==> src/design/cxm_pkg.sv <==
package cxm_pkg;

  // ***************************************************************
  // Timing base
  // ***************************************************************
  localparam int unsigned CXM_CLK_PERIOD_PS = 10000;

  // Shortest dominant pulse counted in pattern wake, ns (strictly longer)
  localparam int unsigned CXM_PULSE_MIN_NS = 500;
  localparam int unsigned CXM_PULSE_MIN_CYC =
    (CXM_PULSE_MIN_NS * 1000) / CXM_CLK_PERIOD_PS + 1;

  // Single dominant pulse length for single pulse wake, ns
  localparam int unsigned CXM_PULSE_ONE_NS = 2000;
  localparam int unsigned CXM_PULSE_ONE_CYC =
    (CXM_PULSE_ONE_NS * 1000 + CXM_CLK_PERIOD_PS - 1) / CXM_CLK_PERIOD_PS;

  // Pattern window, us (longest time, rounds down)
  localparam int unsigned CXM_WAKE_WIN_US = 120;
  localparam int unsigned CXM_WAKE_WIN_CYC =
    (CXM_WAKE_WIN_US * 1000000) / CXM_CLK_PERIOD_PS;

  // Interrupt pulse length, ns
  localparam int unsigned CXM_INT_PULSE_NS = 1000;
  localparam int unsigned CXM_INT_PULSE_CYC =
    (CXM_INT_PULSE_NS * 1000) / CXM_CLK_PERIOD_PS;

  // Counter widths
  localparam int unsigned CXM_PULSE_CNT_W = 8;
  localparam int unsigned CXM_WIN_CNT_W = 14;
  localparam int unsigned CXM_INT_CNT_W = 8;

  // Pulses making one wake pattern
  localparam logic [1:0] CXM_PATTERN_PULSES = 2'h3;

  // ***************************************************************
  // Slew rate codes
  // ***************************************************************
  localparam logic [1:0] CXM_SLEW_FAST = 2'h0;
  localparam logic [1:0] CXM_SLEW_MID = 2'h1;
  localparam logic [1:0] CXM_SLEW_SLOW = 2'h2;
  localparam logic [1:0] CXM_SLEW_RESET = CXM_SLEW_FAST;

  // ***************************************************************
  // Types
  // ***************************************************************
  typedef enum logic [1:0] {
    CXM_MODE_TXRX,
    CXM_MODE_RXONLY,
    CXM_MODE_SLEEP
  } cxm_mode_t;

  // Bus side controls to the analog front end
  typedef struct packed {
    logic drv_en;
    logic dominant;
    logic bias_mid;
    logic term_gnd;
    logic split_en;
  } cxm_bus_ctrl_t;

  localparam cxm_bus_ctrl_t CXM_BUS_CTRL_RESET = '{
    drv_en: 1'b0, dominant: 1'b0, bias_mid: 1'b0,
    term_gnd: 1'b1, split_en: 1'b0};

endpackage

==> src/design/cxm_pulse_qual.sv <==
`timescale 1ns/1ps
module cxm_pulse_qual
#(
  parameter int unsigned CNT_W = 8,
  parameter int unsigned THRESH = 51
)
(
  // Clock and reset
  input wire logic clk,
  input wire logic rstn,
  // Dominant level in, qualified hit out
  input wire logic dom,
  output logic hit
);

  localparam logic [CNT_W-1:0] THR = CNT_W'(THRESH);
  localparam logic [CNT_W-1:0] THR_M1 = CNT_W'(THRESH - 1);

  logic [CNT_W-1:0] cnt_r;

  // One pulse per dominant phase once it has lasted THRESH cycles
  always_ff @(posedge clk or negedge rstn)
  begin
    if (!rstn)
    begin
      cnt_r <= '0;
      hit <= 1'b0;
    end
    else
    begin
      hit <= dom && (cnt_r == THR_M1);
      if (!dom)
        cnt_r <= '0;
      else if (cnt_r != THR)
        cnt_r <= cnt_r + CNT_W'(1);
    end
  end

endmodule

==> src/design/cxm_can_phy.sv <==
`timescale 1ns/1ps
module cxm_can_phy
#(
  parameter int unsigned WAKE_WIN_CYC = cxm_pkg::CXM_WAKE_WIN_CYC
)
(
  // Clock and reset
  input wire logic clk,
  input wire logic rstn,
  // Mode and configuration
  input cxm_pkg::cxm_mode_t mode,
  input wire logic slew_wr,
  input wire logic [1:0] slew_sel,
  input wire logic wake_en,
  input wire logic single_pulse_wake_select,
  input wire logic low_power_mode,
  input wire logic wake_flag_clr,
  // Controller side
  input wire logic txd,
  output logic rxd,
  // Bus side
  input wire logic bus_dom,
  output cxm_pkg::cxm_bus_ctrl_t bus_ctrl,
  output logic [1:0] slew,
  output logic wake_rx_en,
  // Status
  output logic wake_flag,
  output logic int_n,
  output logic wake_req
);
  import cxm_pkg::*;

  typedef enum logic {W_IDLE, W_PAT} cxm_wstate_t;

  localparam logic [CXM_WIN_CNT_W-1:0] WIN_LAST =
    CXM_WIN_CNT_W'(WAKE_WIN_CYC - 1);
  localparam logic [CXM_INT_CNT_W-1:0] INT_LOAD =
    CXM_INT_CNT_W'(CXM_INT_PULSE_CYC - 1);

  // ***************************************************************
  // Mode decode and driver control
  // ***************************************************************
  wire is_txrx = (mode == CXM_MODE_TXRX);
  wire is_sleep = (mode == CXM_MODE_SLEEP);
  logic drv_armed_r;
  cxm_bus_ctrl_t bus_ctrl_nxt;

  // Arm the driver once TXD seen recessive in normal mode
  always_ff @(posedge clk or negedge rstn)
  begin
    if (!rstn)
      drv_armed_r <= 1'b0;
    else
      drv_armed_r <= is_txrx && (drv_armed_r || txd);
  end

  // Receive only leaves driver off whatever TXD does
  assign bus_ctrl_nxt.drv_en = is_txrx && (drv_armed_r || txd);
  assign bus_ctrl_nxt.dominant = bus_ctrl_nxt.drv_en && !txd;
  assign bus_ctrl_nxt.bias_mid = !is_sleep;
  assign bus_ctrl_nxt.term_gnd = is_sleep;
  assign bus_ctrl_nxt.split_en = !is_sleep;

  // Bus controls and receiver output
  always_ff @(posedge clk or negedge rstn)
  begin
    if (!rstn)
    begin
      bus_ctrl <= CXM_BUS_CTRL_RESET;
      rxd <= 1'b1;
      wake_rx_en <= 1'b0;
    end
    else
    begin
      bus_ctrl <= bus_ctrl_nxt;
      rxd <= !bus_dom;
      wake_rx_en <= is_sleep && wake_en;
    end
  end

  // ***************************************************************
  // Slew rate selection
  // ***************************************************************
  wire slew_ok = slew_wr && (slew_sel != 2'h3);

  // Holds fastest until software writes a legal code
  always_ff @(posedge clk or negedge rstn)
  begin
    if (!rstn)
      slew <= CXM_SLEW_RESET;
    else if (slew_ok)
      slew <= slew_sel;
  end

  // ***************************************************************
  // Wake-up detection
  // ***************************************************************
  wire wake_active = is_sleep && wake_en;
  wire wake_dom = bus_dom && wake_active;
  logic short_hit;
  logic long_hit;

  // Pattern pulse qualifier, strictly longer than minimum
  cxm_pulse_qual #(
    .CNT_W(CXM_PULSE_CNT_W),
    .THRESH(CXM_PULSE_MIN_CYC)
  ) u_short (
    .clk(clk),
    .rstn(rstn),
    .dom(wake_dom),
    .hit(short_hit)
  );

  // Single pulse qualifier
  cxm_pulse_qual #(
    .CNT_W(CXM_PULSE_CNT_W),
    .THRESH(CXM_PULSE_ONE_CYC)
  ) u_long (
    .clk(clk),
    .rstn(rstn),
    .dom(wake_dom),
    .hit(long_hit)
  );

  cxm_wstate_t wst_r;
  cxm_wstate_t wst_nxt;
  logic [1:0] pcnt_r;
  logic [1:0] pcnt_nxt;
  logic [CXM_WIN_CNT_W-1:0] win_r;
  logic [CXM_WIN_CNT_W-1:0] win_nxt;
  logic pat_wake;
  wire pat_mode = wake_active && !single_pulse_wake_select;
  wire win_end = (win_r == WIN_LAST);
  wire single_wake = wake_active && single_pulse_wake_select && long_hit;
  wire wake_evt = pat_wake || single_wake;

  // Pattern state machine: counts pulses inside the window
  always_comb
  begin
    wst_nxt = wst_r;
    pcnt_nxt = pcnt_r;
    win_nxt = win_r;
    pat_wake = 1'b0;
    case (wst_r)
      W_IDLE:
      begin
        if (pat_mode && short_hit)
        begin
          wst_nxt = W_PAT;
          pcnt_nxt = 2'h1;
          win_nxt = '0;
        end
      end
      W_PAT:
      begin
        win_nxt = win_r + CXM_WIN_CNT_W'(1);
        if (!pat_mode)
        begin
          wst_nxt = W_IDLE;
          pcnt_nxt = 2'h0;
        end
        else if (win_end)
        begin
          wst_nxt = short_hit ? W_PAT : W_IDLE;
          pcnt_nxt = short_hit ? 2'h1 : 2'h0;
          win_nxt = '0;
        end
        else if (short_hit && (pcnt_r == CXM_PATTERN_PULSES - 2'h1))
        begin
          pat_wake = 1'b1;
          wst_nxt = W_IDLE;
          pcnt_nxt = 2'h0;
        end
        else if (short_hit)
          pcnt_nxt = pcnt_r + 2'h1;
      end
      default:
      begin
        wst_nxt = W_IDLE;
        pcnt_nxt = 2'h0;
      end
    endcase
  end

  // Pattern state registers
  always_ff @(posedge clk or negedge rstn)
  begin
    if (!rstn)
    begin
      wst_r <= W_IDLE;
      pcnt_r <= 2'h0;
      win_r <= '0;
    end
    else
    begin
      wst_r <= wst_nxt;
      pcnt_r <= pcnt_nxt;
      win_r <= win_nxt;
    end
  end

  // ***************************************************************
  // Wake reporting
  // ***************************************************************
  logic [CXM_INT_CNT_W-1:0] int_cnt_r;

  // Sticky flag (set beats clear), interrupt pulse, wake request
  always_ff @(posedge clk or negedge rstn)
  begin
    if (!rstn)
    begin
      wake_flag <= 1'b0;
      int_n <= 1'b1;
      int_cnt_r <= '0;
      wake_req <= 1'b0;
    end
    else
    begin
      wake_flag <= wake_evt || (wake_flag && !wake_flag_clr);
      wake_req <= wake_evt && low_power_mode;
      if (wake_evt)
      begin
        int_cnt_r <= INT_LOAD;
        int_n <= 1'b0;
      end
      else if (int_cnt_r != '0)
      begin
        int_cnt_r <= int_cnt_r - CXM_INT_CNT_W'(1);
        int_n <= 1'b0;
      end
      else
        int_n <= 1'b1;
    end
  end
endmodule

==> config.mk <==
export PLATFORM = sky130hd
export DESIGN_NAME = cxm_can_phy
export DESIGN_NICKNAME = d
export VERILOG_FILES = /design/src/design/cxm_pkg.sv /design/src/design/cxm_pulse_qual.sv /design/src/design/cxm_can_phy.sv
export SDC_FILE = /design/constraint.sdc
export NUM_CORES = 1
export LEC_CHECK = 0
export BUFFER_PORTS_ARGS = -buffer_cell sky130_fd_sc_hd__buf_2
export CAP_MARGIN = 5
export CORE_ASPECT_RATIO = 0.5
export CORE_MARGIN = 5
export CORE_UTILIZATION = 55
export DETAILED_ROUTE_END_ITERATION = 16
export PLACE_DENSITY = 0.77
export SLEW_MARGIN = 5
export SYNTH_ARGS = -nofsm -noshare
export SYNTH_HDL_FRONTEND = slang
export SYNTH_HIERARCHICAL = 1
export SYNTH_SLANG_ARGS = --single-unit
==> constraint.sdc <==
create_clock -name clk -period 2.42 [get_ports clk]
set_clock_uncertainty 0.1 [all_clocks]
set_input_delay 0.363 -clock clk [delete_from_list [all_inputs] [get_ports clk]]
set_output_delay 0.363 -clock clk [all_outputs]
set_load 0.01 [all_outputs]
==> results of run 1 <==
## area by class of cell
cell class | count | area share (%)
Clock buffer | 5 | 2.183
Multi-Input combinational cell | 205 | 43.57
Inverter | 14 | 1.667
Sequential cell | 54 | 42.98
Tap cell | 70 | 2.778
Clock inverter | 3 | 1.270
Timing Repair Buffer | 31 | 5.556
## where the power goes
group	leakage (nW)	total, W	switching (W)	internal [W]
sequential	0.661	0.000930	0.0000128	0.000917
clock	0.0579	0.000588	0.000283	0.000305
combinational	0.588	0.0000774	0.0000468	0.0000306
total	1.31	0.00159	0.000343	0.00125
## cell usage in the layout, fill, tap and decap left out, types with 2 or more instances in the layout
| master | count |
|---|---|
| sky130_fd_sc_hd__ha_1 | 9 |
| sky130_fd_sc_hd__nand4_1 | 11 |
| sky130_fd_sc_hd__nor3_2 | 3 |
| sky130_fd_sc_hd__clkinv_2 | 2 |
| sky130_fd_sc_hd__inv_1 | 14 |
| sky130_fd_sc_hd__o211ai_1 | 2 |
| sky130_fd_sc_hd__mux2i_1 | 8 |
| sky130_fd_sc_hd__xor2_1 | 2 |
| sky130_fd_sc_hd__nand4bb_1 | 2 |
| sky130_fd_sc_hd__nor3b_1 | 2 |
| sky130_fd_sc_hd__clkbuf_8 | 5 |
| sky130_fd_sc_hd__nor2b_1 | 4 |
| sky130_fd_sc_hd__nor3_1 | 6 |
| sky130_fd_sc_hd__nand3_1 | 16 |
| sky130_fd_sc_hd__nor4_1 | 6 |
| sky130_fd_sc_hd__dfstp_2 | 3 |
| sky130_fd_sc_hd__buf_2 | 24 |
| sky130_fd_sc_hd__and2_1 | 7 |
| sky130_fd_sc_hd__or2_2 | 2 |
| sky130_fd_sc_hd__o21ai_0 | 15 |
| sky130_fd_sc_hd__a21oi_1 | 10 |
| sky130_fd_sc_hd__nor2_1 | 16 |
| sky130_fd_sc_hd__buf_4 | 6 |
| sky130_fd_sc_hd__xnor2_1 | 8 |
| sky130_fd_sc_hd__nand3b_1 | 3 |
| sky130_fd_sc_hd__or3_1 | 4 |
| sky130_fd_sc_hd__or4b_1 | 3 |
| sky130_fd_sc_hd__nand2b_1 | 9 |
| sky130_fd_sc_hd__nand2_1 | 26 |
| sky130_fd_sc_hd__o31ai_1 | 4 |
| sky130_fd_sc_hd__a21boi_0 | 2 |
| sky130_fd_sc_hd__dfrtp_1 | 51 |
## synth_stat cells (all sizes together) (3+ instances only)
cell,count,area (sq um)
nor3,9,60.06
a21boi,3,22.52
clkbuf,6,22.52
o31ai,5,51.30
nand3,16,80.08
o21ai,16,80.07
nand3b,3,22.52
nand4,11,68.82
dfstp,3,78.83
nand2,26,97.59
ha,9,112.6
mux2i,8,80.08
inv,14,52.55
nor4,6,37.54
nand2b,9,56.30
or3,4,25.02
nor2,16,60.06
dfrtp,51,1276
a21oi,10,50.05
nor2b,4,25.02
or4b,4,40.04
and2,7,43.79
xnor2,8,70.07
buf,6,41.29
## how the worst max path moves through the flow
stage | to | slack [ps]
6_report | wake_req | 130
5_1_grt | wake_flag | 10
3_3_place_gp | wst_r | 190
3_5_place_dp | wst_r | 160
2_1_floorplan | wst_r | 230
4_1_cts | wake_req | 140
## what timing repair did
action | in CTS | in global routing
hold buffers | 1 | 0
hold endpoints to repair | 20 | 0
gates resized for setup | 0 | 0
## stage by stage
| stage | instance area (sq um) | instances | setup slack [ps] |
|---|---|---|---|
| final | 3153 | 382 | 129.0 |
| after floorplan | 2845 | 285 | 227.4 |
| after global routing | 3153 | 382 | 10.50 |
| after detailed placement | 3034 | 373 | 155.7 |
| after CTS | 3153 | 382 | 138.3 |
| after global placement | 3034 | 373 | 186.4 |
## flip-flops by register name (all words and copies together) (netlist names), 2 cells and up
register	flops
win_r	14
int_cnt_r	8
u_long/cnt_r	8
u_short/cnt_r	8
bus_ctrl	4
pcnt_r	2
slew	2
## cell families after synthesis
group	share of synthesized area, %
and+or+nand+nor	26.21
DFF	47.63
AOI/OAI and AO/OA	11.83
buffers and inverters	4.090
xor gates and xnor gates	3.078
muxes	3.210
adders and majority gates	3.958
## layer usage
layer | wire, um | vias up | track usage (%)
li1 | - | 1070 | -
met1 | 2347 | 1058 | 19.90
met2 | 2723 | 36 | 32.62
met3 | 166 | 8 | 3.685
met4 | 74 | 0 | 5.719
met5 | 0 | - | 0
==> results, run 1 <==
- The vertical extent of the die is 60.86 um.
- The signed area change from the synthesized netlist to the final layout is 10.82%.
- The number of instances in the synthesized netlist is 285.
- The final critical path time including I/O delays and setup is 2291 ps.
- The layout net count is 333.
- TritonCTS created 5 clock buffers.
- During placement, the flow inserted port buffers numbering 24.
- Static timing analysis puts the maximum clock frequency at 436.5 MHz.
- The share of synthesized flip-flops with an asynchronous set or reset is 100.0%.
- The worst-case vdd ir drop is 0.2701 mV.
- Across the whole layout, storage elements account for 0.001355 sq mm.
- The mean number of vias per cell is 5.686.
- Traced cell by cell, the critical path runs through or4b_1 -> or4_4 -> a41o_4 -> and2_1.
- Synthesis inferred 54 register bits.
- Power spread over the standard cell area amounts to 505.8 mW/mm^2.
- The routed design has 5311 um of wire.
- Among all stages on the critical path, the largest delay is contributed by sky130_fd_sc_hd__or4_4.
- The synthesized design contains 0 enable-type register cells.
- The final HPWL from detailed placement is 3893 um.
- Before antenna repair, the detailed router went through 4 iterations.
- The most instantiated flip-flop cell in the synthesis netlist is sky130_fd_sc_hd__dfrtp_1.
- Measured on the finished design, the core utilization comes to 63.64%.
- The number of nets in the synthesized netlist is 307.
- The repair_antennas step left the layout with diodes totalling 0.
- In the routed design, unresolved DRC markers number 0.
- In the finished design, the share of the clock period the worst path needs comes to 94.67%.
- The I/O pin total is 25.
- In this run the tightest slew margin relative to its limit is 50.32%.
- Entering global routing, the biggest net connects 24 pins.
- The global placement routability congestion is 0.8875.
- The path category of the worst min-delay check is input pin to flop.
- The detailed router placed 2172 vias in this run.
- In this run the critical register-to-register path is launched from win_r[5].
- For flop-to-flop paths, the worst setup slack is 130 ps.
- The floorplan step defined a core boundary enclosing 0.004955 sq mm.
- The total negative slack for setup checks is 0 ps.
- The critical path startpoint category is a flop.
- The final max-slew violation count was 0.
- The critical path starts at win_r[5].
- The worst hold slack is 77.37 ps.
- In this run the worst path has a maximum fanout of 11.
- In this run the mean area of a mapped cell was 9.983 sq um.
- The overall die width is 111.7 um.
- The post-layout total power is 0.001595 W.
- The category of the worst setup path capture point is a flop.
- In the global route stage, overall resource usage came out at 17.12%.
- The number of failing setup endpoints in the final timing report is 0.
- The Yosys step of the flow raised 6 warnings.
- The first global-routing pass estimated 9363 um of wire.
- Counting every sink on the clock net gives 54.
- In this run, distinct cell masters in the synthesized netlist total 57.
- In this run the static leakage power is 1.306 nW.
- The total congestion overflow is 0.
- The arrival time of the worst setup path is 2380 ps.
- The die covers 0.006799 sq mm.
- The multi-input combinational cells in the finished layout cover a total of 0.001374 sq mm.
- The per-cell routed wire length is 13.90 um.
- The maximum cell stage delay along the critical path is 590 ps.
- The filler cells instantiated in the layout total 411.
- No sink is reached through more buffers than the 2 on the longest clock path.
- The cell area that synthesis handed to floorplanning was 0.002845 sq mm.
- The share of synthesized area occupied by flip-flops and latches is 47.63%.
- The layout cell share with drive strength beyond 1 is 17.31%.
- The worst hold path begins at bus_dom.
- TritonCTS built the clock tree.
- For the worst setup path, the data required time is 2510 ps.
- The count of routing violations after the opening detailed-route iteration is 75.
- The H-tree generated during clock tree synthesis spans 2 levels.
- The via count of the first global-routing pass is 2114.
- The worst-skew pair later-pin latency is 300 ps.
- The count of buffers added by post-CTS timing repair for setup is 0.
- The effective utilization at floorplan is 57.42%.
- In this run the critical register-to-register path is captured at wake_req.
- The placement row count is 18.
- The run finished with clean final reports.
- The number of buffers and inverters on the critical path is 0.
- The critical path runs through a total of 4 cells.
- The number of antenna violations at the first check in global routing is 0.
- The family with the most delay on the worst path is simple AND/OR/NAND/NOR gates.
- The depth of the worst hold-timing path is 2.
- For the pin with the worst max-slew slack, the measured transition is 745.2 ps.
- The depth of the most critical reg-to-reg path is 4.
- Setup repair after global routing left no endpoint under its margin.
- Max-cap violations in this run came to 0.
- The path with the worst hold slack has its endpoint at rxd.
- The count of nets left with antenna violations once routing finished came out at 0.
- The clock-pin transition on the worst setup and hold timing paths is 100 ps.
- The critical path is of the flop to flop type.
- The tree is rooted in a sky130_fd_sc_hd__clkbuf_8.
- The count of final hold-check violations was 0.
Power figures use the tool's default switching activity.
==> run 2: changes to the inputs <==
CORE_MARGIN = unset   (was 5)
==> run 2 against run 1 <==
Cell area is 0.71% lower. Clock-buffer cell count is 2 higher. Routed wire length is 4.0% higher. Register-to-register slack worse by 30 ps. Combinational power is 0.8% higher. Worst setup slack worse by 34 ps. Final cell count is 0.26% lower. Sequential power hardly changed.
==> results, run 2 (same netlist as run 1, synthesis figures left out) <==
- The run finished with clean final reports.
- The overall die width is 103.7 um.
- The required time of the worst setup path is 2500 ps.
- The number of antenna repair diodes is 0.
- The arrival time of the worst setup path is 2400 ps.
- The leakage power of the design is 1.292 nW.
- The clock-pin transition on the worst setup and hold timing paths is 90 ps.
- In this run the number of H-tree levels came out at 2.
- In the layout the commonest cells are 51 x sky130_fd_sc_hd__dfrtp_1, 26 x sky130_fd_sc_hd__nand2_1, 24 x sky130_fd_sc_hd__buf_2, 16 x sky130_fd_sc_hd__nor2_1, 16 x sky130_fd_sc_hd__nand3_1.
- In the final timing run, aggregate negative setup slack is 0 ps.
- For this design the ratio of total power to cell area is 482.2 mW/mm^2.
- The vertical extent of the die is 52.86 um.
- The number of antenna violations at the first check in global routing was 0.
- Of the total power, the share spent switching nets is 22.18%.
- The number of sinks driven by the clock tree is 54.
- The worst setup path is of the flop to flop kind.
- The floorplan step defined a core boundary enclosing 0.004955 sq mm.
- The number of clock buffers added by TritonCTS is 5.
- The placement row count is 18.
- TritonCTS built the clock tree.
- The per-cell routed wire length is 14.49 um.
- The first-pass GRT wire length is 9425 um.
- For the pin with the worst max-slew slack, the measured transition is 587.6 ps.
- Wires add up to 5521 um.
- The register with the most flip-flops in the layout has 14 of them.
- Entering global routing, the biggest net connects 24 pins.
- After layout, the worst setup slack is 94.98 ps.
- The total die area is 0.005482 sq mm.
- The number of remaining DRC errors is 0.
- The via count of the first global-routing pass is 2114.
- Setup slack on the worst reg-to-reg path comes out at 90 ps.
- win_r holds more flip-flops than any other register.
- The final critical path time including I/O delays and setup is 2325 ps.
- The effective utilization at floorplan is 57.42%.
- The worst path uses 96.08% of the clock period.
- After clock tree synthesis, the repair step resized 0 gates.
- Detailed placement ended at an HPWL of 3948 um.
- The count of final hold-check violations is 0.
- The reported max-cap violation count is 0.
- The worst-case IR drop observed on VDD is 0.2504 mV.
- The power share of the sequential group is 61.6%.
- The critical path startpoint category is a flop.
- The commonest non-fill, non-tap cell in the layout is sky130_fd_sc_hd__dfrtp_1.
- The post-layout total power is 0.001510 W.
- The number of failing setup endpoints in the final timing report is 0.
- The maximum clock insertion buffer count is 2.
- Port buffering added 24 buffers.
- Global routing used 22.04% of the available tracks.
- The first detailed-routing pass ran for 4 iterations.
- The internal power is 0.001175 W.
- Along the worst path, the maximum fanout reaches 11.
- The mean number of vias per cell is 5.643.
- In this run, the combinational gates consume 5.2% of the power.
- The max-slew headroom at the worst pin is 60.27%.
- Clock tree synthesis selected as its root buffer the cell sky130_fd_sc_hd__clkbuf_8.
- Timing would allow up to 430.1 MHz.
- At the end of the flow, the number of nets in the layout was 333.
- For this design the top-level I/O count stands at 25.
- The detail route stage leaves a number of antenna-violating nets equal to 0.
- The worst setup path is captured at a flop.
- Setup repair after global routing left no endpoint under its margin.
- The layout cell share with drive strength beyond 1 is 16.72%.
- At the later pin of the worst-skew pair, clock insertion delay measures 300 ps.
- The global placement routability congestion is 0.7978.
- The signed area change from the synthesized netlist to the final layout is 10.03%.
- For this run the aggregate overflow at the end of global routing stands at 0.
- The switching power is 0.0003348 W.
- The via count of the routed design is 2150.
- At the placement stage, the worst setup path has a slack of 132.8 ps.
- The detailed router finished its first iteration with 91 violations.
- The path category of the worst min-delay check is input pin to flop.
- The share of power burned in the clock network is 33.2%.
- The final max-slew violation count is 0.
## run 2: worst paths after layout
kind / cells past startpoint / from / end
max in group asynchronous: 3 / rstn / bus_ctrl[1]
worst min-delay path: 2 / bus_dom / rxd
worst min register to register: 1 / int_cnt_r[2] / int_n
min in group asynchronous: 2 / rstn / wake_flag
worst max-delay path: 4 / win_r[5] / win_r[10]
worst max register to register: 4 / win_r[5] / win_r[10]
## run 2: layout make-up
class | count | area, sq um
clock buffers | 7 | 86.33
fillers | 394 | 1824
inverters | 14 | 52.55
multi-input cells | 205 | 1374
flip-flops and latches | 54 | 1355
well taps | 70 | 87.58
repair buffers | 31 | 175.2
## run 2: metrics by stage
| step | cell area, sq um | std cells | utilization [%] | hold WS (ps) |
|---|---|---|---|---|
| 4_1_cts | 3131 | 381 | 63.18 | 71.87 |
| 3_3_place_gp | 3034 | 373 | 61.24 | 259.9 |
| 2_1_floorplan | 2845 | 285 | - | -32.59 |
| 5_1_grt | 3131 | 381 | 63.18 | 71.34 |
| 3_5_place_dp | 3034 | 373 | 61.24 | 270.1 |
| 6_report | 3131 | 381 | 63.18 | 70.85 |
## run 2: power groups by stage
stage,Combinational (W),Clock [W],Sequential (W)
global route,0.0000878,0.000551,0.000932
finish,0.0000780,0.000502,0.000930
CTS,0.0000799,0.000515,0.000930
floorplan,0.0000305,0,0.000947
global placement,0.0000750,0,0.000946
detailed placement,0.0000786,0,0.000947
## run 2: repair_timing
| action | in CTS | in global routing |
|---|---|---|
| hold buffers | 1 | 0 |
| endpoints found under the hold margin | 19 | 0 |
| setup endpoints to repair | 0 | 0 |
| buffers inserted | 0 | 0 |
## run 2: layer usage
metal  vias up  wire length (um)  global-route usage (%)
li1       1072                 -                       -
met1      1043              2639                   26.72
met3         7               169                   5.788
met2        28              2683                   40.49
met4         0                29                   5.238
met5         -                 0                       0
## run 2: worst max-delay path: stages (launching register included)
cell	delay, ps
sky130_fd_sc_hd__dfrtp_1	470
sky130_fd_sc_hd__or4b_1	540
sky130_fd_sc_hd__or4_4	590
sky130_fd_sc_hd__o21ai_0	360
sky130_fd_sc_hd__o21ai_0	140
